## config.mk

```make
export PLATFORM = sky130hd
export DESIGN_NAME = wdp_top
export DESIGN_NICKNAME = d
export VERILOG_FILES = /design/src/hw/wdp_prescale.v /design/src/hw/wdp_sync.v /design/src/hw/wdp_top.v
export VERILOG_INCLUDE_DIRS = /design/src /design/src/hw
export SDC_FILE = /design/constraint.sdc
export NUM_CORES = 1
export LEC_CHECK = 0
export ABC_AREA = 1
export CORE_MARGIN = 1.5
export CORE_UTILIZATION = 55
export CTS_CLUSTER_SIZE = 20
export DETAILED_ROUTE_END_ITERATION = 8
export DONT_BUFFER_PORTS = 1
export PLACE_DENSITY = 0.78
export SYNTH_ARGS = -nofsm -noshare
export SYNTH_HDL_FRONTEND = slang
export SYNTH_SLANG_ARGS = --single-unit
```

## constraint.sdc

```tcl
create_clock -name sys_clk -period 1.4 [get_ports sys_clk]
set_clock_uncertainty 0.1 [all_clocks]
set_input_delay 0.07 -clock sys_clk [delete_from_list [all_inputs] [get_ports sys_clk]]
set_output_delay 0.07 -clock sys_clk [all_outputs]
set_load 0.02 [all_outputs]
```

## src/hw/wdp_defines.vh

```
// Constants for the watchdog, power and reset control block
`ifndef WDP_DEFINES_VH
`define WDP_DEFINES_VH
// Register offsets
`define WDP_ADDR_WDCTL 4'h0
`define WDP_ADDR_PWR 4'h1
`define WDP_ADDR_STAT 4'h2
`define WDP_ADDR_MASK 4'h3
`define WDP_ADDR_WDCNT 4'h4
`define WDP_ADDR_SP 4'h5
`define WDP_ADDR_PORT 4'h6
// Watchdog control field positions
`define WDP_WD_RUN 7
`define WDP_WD_KICK 6
`define WDP_WD_IDLE 3
`define WDP_WD_PS_HI 2
// Power control field positions
`define WDP_PWR_IDLE 0
`define WDP_PWR_PDOWN 1
`define WDP_PWR_KEEP 4
// Status bits
`define WDP_ST_WDT 0
`define WDP_ST_WAKE 1
// Reset values
`define WDP_RST_ZERO 8'h00
`define WDP_RST_SP 8'h07
`define WDP_RST_PORT 8'hff
// Timing
`define WDP_OSC_PER_MC 12
`define WDP_SYS_PER_MC 6
`define WDP_CNT_BITS 14
`define WDP_RST_MC 2
`endif

```

## src/hw/wdp_prescale.v

```verilog
// Watchdog prescaler: counts machine cycles, pulses at the selected ratio
`timescale 1ns/1ps
`default_nettype none
module wdp_prescale (
   input wire sys_clk,
   input wire clear,
   input wire step,
   input wire [2:0] sel,
   output reg tick_q
);
   reg [7:0] cnt_q;
   reg [7:0] lim;
   // -----------------------------
   // Ratio decode
   // -----------------------------
   always @* begin
      case (sel)
         3'h0: lim = 8'h01;
         3'h2: lim = 8'h03;
         3'h1: lim = 8'h07;
         3'h3: lim = 8'h0f;
         3'h4: lim = 8'h1f;
         3'h5: lim = 8'h3f;
         3'h6: lim = 8'h7f;
         default: lim = 8'hff;
      endcase
   end
   always @(posedge sys_clk) begin
      if (clear) begin
         cnt_q <= 8'h00;
         tick_q <= 1'b0;
      end else begin
         tick_q <= step && (cnt_q == lim);
         if (step)
            cnt_q <= (cnt_q == lim) ? 8'h00 : cnt_q + 8'h01;
      end
   end
endmodule
`default_nettype wire

```

## src/hw/wdp_sync.v

```verilog
// Two-flop synchroniser with a two-sample agreement glitch filter on the synced level
`timescale 1ns/1ps
`default_nettype none
module wdp_sync #(
   parameter W = 9
) (
   input wire sys_clk,
   input wire [W-1:0] async_in,
   output reg [W-1:0] sync_q,
   output reg [W-1:0] filt_q
);
   reg [W-1:0] meta_q;
   reg [W-1:0] hist_q;
   genvar i;
   always @(posedge sys_clk) begin
      meta_q <= async_in;
      sync_q <= meta_q;
      hist_q <= sync_q;
   end
   // -----------------------------
   // Filter: level changes only when two samples agree
   // -----------------------------
   generate
      for (i = 0; i < W; i = i + 1) begin : g_filt
         always @(posedge sys_clk) begin
            if (sync_q[i] == hist_q[i])
               filt_q[i] <= sync_q[i];
         end
      end
   endgenerate
endmodule
`default_nettype wire

```

## src/hw/wdp_top.v

```verilog
// Watchdog, power mode and reset control
//
// Behaviour
// RL1: Any reset disables the watchdog and clears its counter.
// RL2: Watchdog counts only while the run bit is one.
// RL3: Writing kick clears counter and prescaler; kick bit self-clears.
// RL4: Kick at bit 6; counter, prescaler, kick zero on next machine cycle.
// RL5: Idle-run bit one keeps watchdog counting in idle; resets to zero.
// RL6: Select 000,010,001,011,100..111 give ratios 2,4,8,16,32,64,128,256.
// RL7: Time-out equals 2^14 times ratio times twelve oscillator periods.
// RL8: Time-out while enabled raises a full system reset.
// RL9: Software must kick before each time-out while enabled.
// RL10: Oscillator clock divided by two before internal logic uses it.
// RL11: Idle request stops core clock; peripherals and interrupts keep clock.
// RL12: Interrupt or reset ends idle and restarts core clock.
// RL13: Power-down request stops every clock, oscillator included.
// RL14: Power-down ends only on hardware reset or enabled lines two to nine.
// RL15: Reset pin sampled at state5_phase2; must stay high two machine cycles.
// RL16: Short glitches on the reset pin are filtered out.
// RL17: Reset sets ports FFH, stack 07H, power control 00H except bit 4.
// RL18: Prescaler counts machine cycles; each tick advances counter; overflow times out.
// RL19: Watchdog reset acts exactly like an external reset.
//
// Added by the designer: the address map and the plain strobed port.
`timescale 1ns/1ps
`default_nettype none
`include "wdp_defines.vh"
module wdp_top #(
   parameter CNT_W = `WDP_CNT_BITS
) (
   input wire sys_clk,
   input wire reset,
   input wire reset_pin,
   input wire [7:0] ext_irq_line,
   input wire irq_pending,
   input wire [3:0] reg_addr,
   input wire [7:0] reg_wdata,
   input wire reg_wr,
   input wire reg_rd,
   output reg [7:0] reg_rdata_q,
   output reg sys_reset_q,
   output reg core_clk_en_q,
   output reg periph_clk_en_q,
   output reg osc_en_q,
   output reg int_q
);
   // -----------------------------
   // Declarations
   // -----------------------------
   reg [7:0] wdctl_q;
   reg [7:0] pwr_q;
   reg [7:0] stat_q;
   reg [7:0] mask_q;
   reg [7:0] sp_q;
   reg [7:0] port_q;
   reg [CNT_W-1:0] cnt_q;
   reg half_q;
   reg [2:0] phase_q;
   reg [2:0] rst_mc_q;
   reg pin_rst_q;
   reg kick_pend_q;
   reg wdt_fire_q;
   reg [7:0] stat_d;
   wire [8:0] sync_lvl;
   wire [8:0] filt_lvl;
   wire mc_step;
   wire pre_tick;
   wire any_rst;
   wire wd_active;
   wire wake_irq;
   wire pd_mode;
   wire idle_mode;
   wire [CNT_W+7:0] cnt_pad;

   function sel_wr;
      input [3:0] a;
      input [3:0] want;
      input wr;
      begin
         sel_wr = wr && (a == want);
      end
   endfunction

   // -----------------------------
   // Clock divide and machine cycle
   // -----------------------------
   // Half-rate enable makes timing independent of input duty cycle
   always @(posedge sys_clk) begin
      if (reset) begin
         half_q <= 1'b0;
         phase_q <= 3'h0;
      end else begin
         half_q <= ~half_q; // [RL10]
         if (half_q)
            phase_q <= (phase_q == 3'h5) ? 3'h0 : phase_q + 3'h1;
      end
   end
   // One machine cycle is six internal states of two oscillator periods
   assign mc_step = half_q && (phase_q == 3'h5) && osc_en_q; // [RL18]

   // -----------------------------
   // Reset pin sampling
   // -----------------------------
   wdp_sync #(.W(9)) u_sync (
      .sys_clk(sys_clk),
      .async_in({reset_pin, ext_irq_line}),
      .sync_q(sync_lvl),
      .filt_q(filt_lvl)
   );
   // Sample filtered pin at state5_phase2, count held machine cycles
   always @(posedge sys_clk) begin
      if (reset) begin
         rst_mc_q <= 3'h0;
         pin_rst_q <= 1'b0;
      end else if (!osc_en_q && filt_lvl[8]) begin
         pin_rst_q <= 1'b1; // [RL14]
      end else if (half_q && phase_q == 3'h4) begin // [RL15]
         if (filt_lvl[8]) begin // [RL16]
            if (rst_mc_q != 3'h7)
               rst_mc_q <= rst_mc_q + 3'h1;
            pin_rst_q <= (rst_mc_q >= 3'h1); // [RL15]
         end else begin
            rst_mc_q <= 3'h0;
            pin_rst_q <= 1'b0;
         end
      end
   end
   assign any_rst = reset || pin_rst_q || wdt_fire_q; // [RL19]

   // -----------------------------
   // Watchdog
   // -----------------------------
   assign idle_mode = pwr_q[`WDP_PWR_IDLE];
   assign pd_mode = pwr_q[`WDP_PWR_PDOWN];
   assign wd_active = wdctl_q[`WDP_WD_RUN] && (!idle_mode || wdctl_q[`WDP_WD_IDLE]) && !pd_mode; // [RL2] [RL5]

   wdp_prescale u_pre (
      .sys_clk(sys_clk),
      .clear(any_rst || kick_pend_q), // [RL3]
      .step(mc_step && wd_active),
      .sel(wdctl_q[`WDP_WD_PS_HI:0]), // [RL6]
      .tick_q(pre_tick)
   );

   always @(posedge sys_clk) begin
      if (any_rst) begin
         cnt_q <= {CNT_W{1'b0}}; // [RL1]
         wdt_fire_q <= 1'b0;
         kick_pend_q <= 1'b0;
      end else begin
         wdt_fire_q <= 1'b0;
         if (sel_wr(reg_addr, `WDP_ADDR_WDCTL, reg_wr) && reg_wdata[`WDP_WD_KICK])
            kick_pend_q <= 1'b1;
         else if (mc_step)
            kick_pend_q <= 1'b0; // [RL4]
         if (kick_pend_q && mc_step) begin
            cnt_q <= {CNT_W{1'b0}}; // [RL3] [RL4]
         end else if (pre_tick && wd_active) begin
            cnt_q <= cnt_q + {{(CNT_W-1){1'b0}}, 1'b1}; // [RL7] [RL18]
            if (&cnt_q)
               wdt_fire_q <= 1'b1; // [RL8]
         end
      end
   end

   // -----------------------------
   // Registers and power modes
   // -----------------------------
   assign wake_irq = |(filt_lvl[7:0] & mask_q); // [RL14]

   always @* begin
      stat_d = stat_q;
      if (sel_wr(reg_addr, `WDP_ADDR_STAT, reg_wr))
         stat_d = stat_q & ~reg_wdata;
      if (wdt_fire_q)
         stat_d[`WDP_ST_WDT] = 1'b1;
      if (pd_mode && wake_irq)
         stat_d[`WDP_ST_WAKE] = 1'b1;
   end

   always @(posedge sys_clk) begin
      if (reset) begin
         stat_q <= `WDP_RST_ZERO;
      end else begin
         stat_q <= stat_d;
      end
   end

   always @(posedge sys_clk) begin
      if (any_rst) begin
         wdctl_q <= `WDP_RST_ZERO; // [RL1] [RL17]
         pwr_q <= {3'h0, pwr_q[`WDP_PWR_KEEP], 4'h0}; // [RL17]
         mask_q <= `WDP_RST_ZERO;
         sp_q <= `WDP_RST_SP; // [RL17]
         port_q <= `WDP_RST_PORT; // [RL17]
      end else begin
         if (mc_step && kick_pend_q)
            wdctl_q[`WDP_WD_KICK] <= 1'b0; // [RL3]
         if (sel_wr(reg_addr, `WDP_ADDR_WDCTL, reg_wr))
            wdctl_q <= reg_wdata & 8'hcf;
         if (sel_wr(reg_addr, `WDP_ADDR_PWR, reg_wr))
            pwr_q <= reg_wdata;
         else if (idle_mode && irq_pending)
            pwr_q[`WDP_PWR_IDLE] <= 1'b0; // [RL12]
         else if (pd_mode && wake_irq)
            pwr_q[`WDP_PWR_PDOWN] <= 1'b0; // [RL14]
         if (sel_wr(reg_addr, `WDP_ADDR_MASK, reg_wr))
            mask_q <= reg_wdata;
         if (sel_wr(reg_addr, `WDP_ADDR_SP, reg_wr))
            sp_q <= reg_wdata;
         if (sel_wr(reg_addr, `WDP_ADDR_PORT, reg_wr))
            port_q <= reg_wdata;
      end
   end

   // -----------------------------
   // Outputs
   // -----------------------------
   // Counter padded below so any width yields its top eight bits
   assign cnt_pad = {cnt_q, 8'h00};
   always @(posedge sys_clk) begin
      if (reset) begin
         sys_reset_q <= 1'b1;
         core_clk_en_q <= 1'b0;
         periph_clk_en_q <= 1'b0;
         osc_en_q <= 1'b1;
         int_q <= 1'b0;
         reg_rdata_q <= 8'h00;
      end else begin
         sys_reset_q <= pin_rst_q || wdt_fire_q; // [RL8] [RL19]
         core_clk_en_q <= half_q && !idle_mode && !pd_mode; // [RL10] [RL11] [RL12]
         periph_clk_en_q <= half_q && !pd_mode; // [RL11] [RL13]
         osc_en_q <= !pd_mode; // [RL13]
         int_q <= |(stat_d & mask_q);
         reg_rdata_q <= 8'h00;
         if (reg_rd) begin
            case (reg_addr)
               `WDP_ADDR_WDCTL: reg_rdata_q <= wdctl_q;
               `WDP_ADDR_PWR: reg_rdata_q <= pwr_q;
               `WDP_ADDR_STAT: reg_rdata_q <= stat_q;
               `WDP_ADDR_MASK: reg_rdata_q <= mask_q;
               `WDP_ADDR_WDCNT: reg_rdata_q <= cnt_pad[CNT_W+7:CNT_W];
               `WDP_ADDR_SP: reg_rdata_q <= sp_q;
               `WDP_ADDR_PORT: reg_rdata_q <= port_q;
               default: reg_rdata_q <= 8'h00;
            endcase
         end
      end
   end
endmodule
`default_nettype wire

```

==> results.txt <==
proportion of layout cells with a drive suffix above 1: 26.2%
Critical Path AT: 1.84 ns
max incr delay on CP: 0.32 ns
Worst VDD drop: 1240 uV
GR Util All Layers: 32.0%
Skew-Pair Late Insertion Delay: 0.53 ns
hpwl dp: 8910 um
worst-path fanout max: 5
Post-Synthesis Cells: 634
Least-Margin Pin Slew: 0.556 ns
final wirelength: 16100 um
CP max stage cell: dfxtp_2
library cells used by synthesis: 41
CTS HTree Levels: 4
# DRC: 0
leading area contributor after synthesis: dfxtp_1
Final Wtd Congestion: 0.932
RSZ-0062 raised after global routing: yes
ys flop type: dfxtp_1
Area growth, synth to finish: 37.0%
period utilisation layout: 109%
chip width: 101 um
synthesized area per cell: 8.28 um2
Max Cap Viol: 0
DIE AREA: 0.0101 mm2
Multi-input gate area: 0.00247 mm2
pre-CTS setup slack: -0.165 ns
GRT overflow: 0
ranking of synthesized cells by area: dfxtp_1, nand2_1, edfxtp_1
violated checks: negative hold slack, negative setup slack
Worst EP required: 1.72 ns
via/cell ratio: 5.72
Max Transition Viols Final: 0
routed via count: 5084
crit end category: flip-flop
post-synth top area share: 45.0%
via count of the first global-routing pass: 5139
ys async rst share: 0%
status: complete, but fails checks
core area: 0.00924 mm2
Ports: 39
WL/cell: 18.1 um
Reg area: 0.00269 mm2
Final Worst Setup Slack: -0.121 ns
most frequent cell after synthesis: nand2_1
Lkg Pwr: 2.89 nW
Slew headroom: 62.9%
Detail Route Antenna Nets: 0
Die Ht: 101 um
Net Sw Frac: 23.7%
final hold violation count: 21
maximum buffer depth of the clock tree: 2
drt first pass iters: 6
initial antenna violation count: 1
Setup violations, final: 28
largest net degree at the start of global routing: 19
PortBufs: 0
CP Launch Type: flip-flop
Starting Density: 56.8%
Int Pwr: 6.92 mW
post-synthesis sequential area ratio: 50.7%
Tot Pwr: 9.08 mW
cts bufs inserted: 17
EDFF count, synth: 10
Reg power frac: 42.5%
Synth top cells by count: nand2_1, dfxtp_1, inv_1
Tmin final: 1.52 ns
Comb pwr share: 5.4%
Max Fclk: 0.657 GHz
First DRT Iteration DRCs: 457
Row Count: 35
Final #Nets: 777
synthesized flop and latch total: 128
clock sink count: 128
Ys Warns: 0
Clk pwr share: 52.0%
CP cell instances: inv_1 > nand2_2 > nor3_4 > nand2_4 > nor3_4 > nand2_2 > nand2_4 > nor2_1
Filler cells: 540
first-pass GRT wire length: 24800 um
clk slew on worst S/H paths: 0.06 ns
Mapped Area: 0.00525 mm2
hold_ws: -0.201 ns
Switch Pwr: 2.15 mW
Worst Setup Path Type: flip-flop to flip-flop
Hold Crit Class: input port to flip-flop
cell area power density: 1260 mW/mm2
Synth Net Count: 665
root buffer cell: clkbuf_8
CTS tree: done
## sequential cells by signal (all words and copies together), names as in the netlist, 9 cells and up
name           cells
u_sync.filt_q      9
u_sync.hist_q      9
u_sync.meta_q      9
cnt_q             14
u_sync.sync_q      9
## placed cells by master (no fill, tap or decap), types with 7 or more instances in the layout
cell	count
dfxtp_2	17
xor2_1	12
nor2_2	8
nor2_4	16
edfxtp_1	10
nand4_1	14
inv_1	55
clkbuf_16	17
o22ai_1	8
o21ai_0	31
nor2_1	45
dlygate4sd3_1	49
inv_2	18
xnor2_1	10
nand2_1	107
nand3_1	30
a21oi_1	54
nand2_2	19
buf_4	49
nand3_2	7
dfxtp_1	99
## cell type report
cell class / instances / share of cell area (%)
Antenna cell: 1 / 0.0348
Clock inverter: 12 / 2.33
Multi-Input combinational cell: 418 / 34.4
Clock buffer: 20 / 6.35
Sequential cell: 128 / 37.4
Timing Repair Buffer: 106 / 13.3
Tap cell: 129 / 2.24
Inverter: 75 / 3.97
## timing repair
action	4_1_cts	5_1_grt
buffers inserted	5	7
hold buffers	53	2
endpoints found under the hold margin	102	25
resized for setup	21	81
setup endpoints to repair	16	51
pin swaps	11	28
## final timing paths
kind,startpoint,endpoint,slack (ns),cells after the start
setup / recovery,phase_q[1],u_pre.cnt_q[3],-0.12,8
hold / removal,reg_addr[3],sp_q[2],-0.20,4
setup reg to reg,phase_q[1],u_pre.cnt_q[3],-0.12,8
hold reg to reg,u_sync.meta_q[5],u_sync.sync_q[5],0.23,0
## critical path, delay by kind of cell, from the launching register on
kind / cells / cell delay [ns]
flops: 1 / 0.32
simple gates: 7 / 0.92
buf+inv: 1 / 0.09
## power groups by stage
stage	Sequential (mW)	Clock, mW	Combinational (mW)
6_report	3.86	4.72	0.493
5_1_grt	3.87	4.91	0.522
4_1_cts	3.85	4.72	0.433
3_5_place_dp	3.93	0	0.295
3_3_place_gp	3.93	0	0.286
2_1_floorplan	3.92	0	0.220
## metrics by stage
step | area (um2) | utilization, % | std cells | TNS, ns
2_1_floorplan | 5250 | - | 634 | 0
3_3_place_gp | 5650 | 61.1 | 791 | -0.168
4_1_cts | 6900 | 74.6 | 881 | -0.549
6_report | 7190 | 77.8 | 889 | -1.46
5_1_grt | 7190 | 77.8 | 889 | -3.38
3_5_place_dp | 5650 | 61.1 | 791 | -1.16
## cell families after synthesis
kind of cell,synth area share (%)
and+or+nand+nor,25.1
adders and majority gates,1.19
AOI/OAI and AO/OA,12.5
xor gates and xnor gates,3.67
buffers and inverters,6.79
DFF,50.7
## per-layer routing
layer	wire (um)	GRT usage, %	vias to the layer above
met5	0	0	-
met4	792	14.5	0
met3	1390	9.08	91
met2	8180	55.9	287
met1	5750	36.1	2391
li1	-	-	2315
Power figures use the tool's default switching activity.
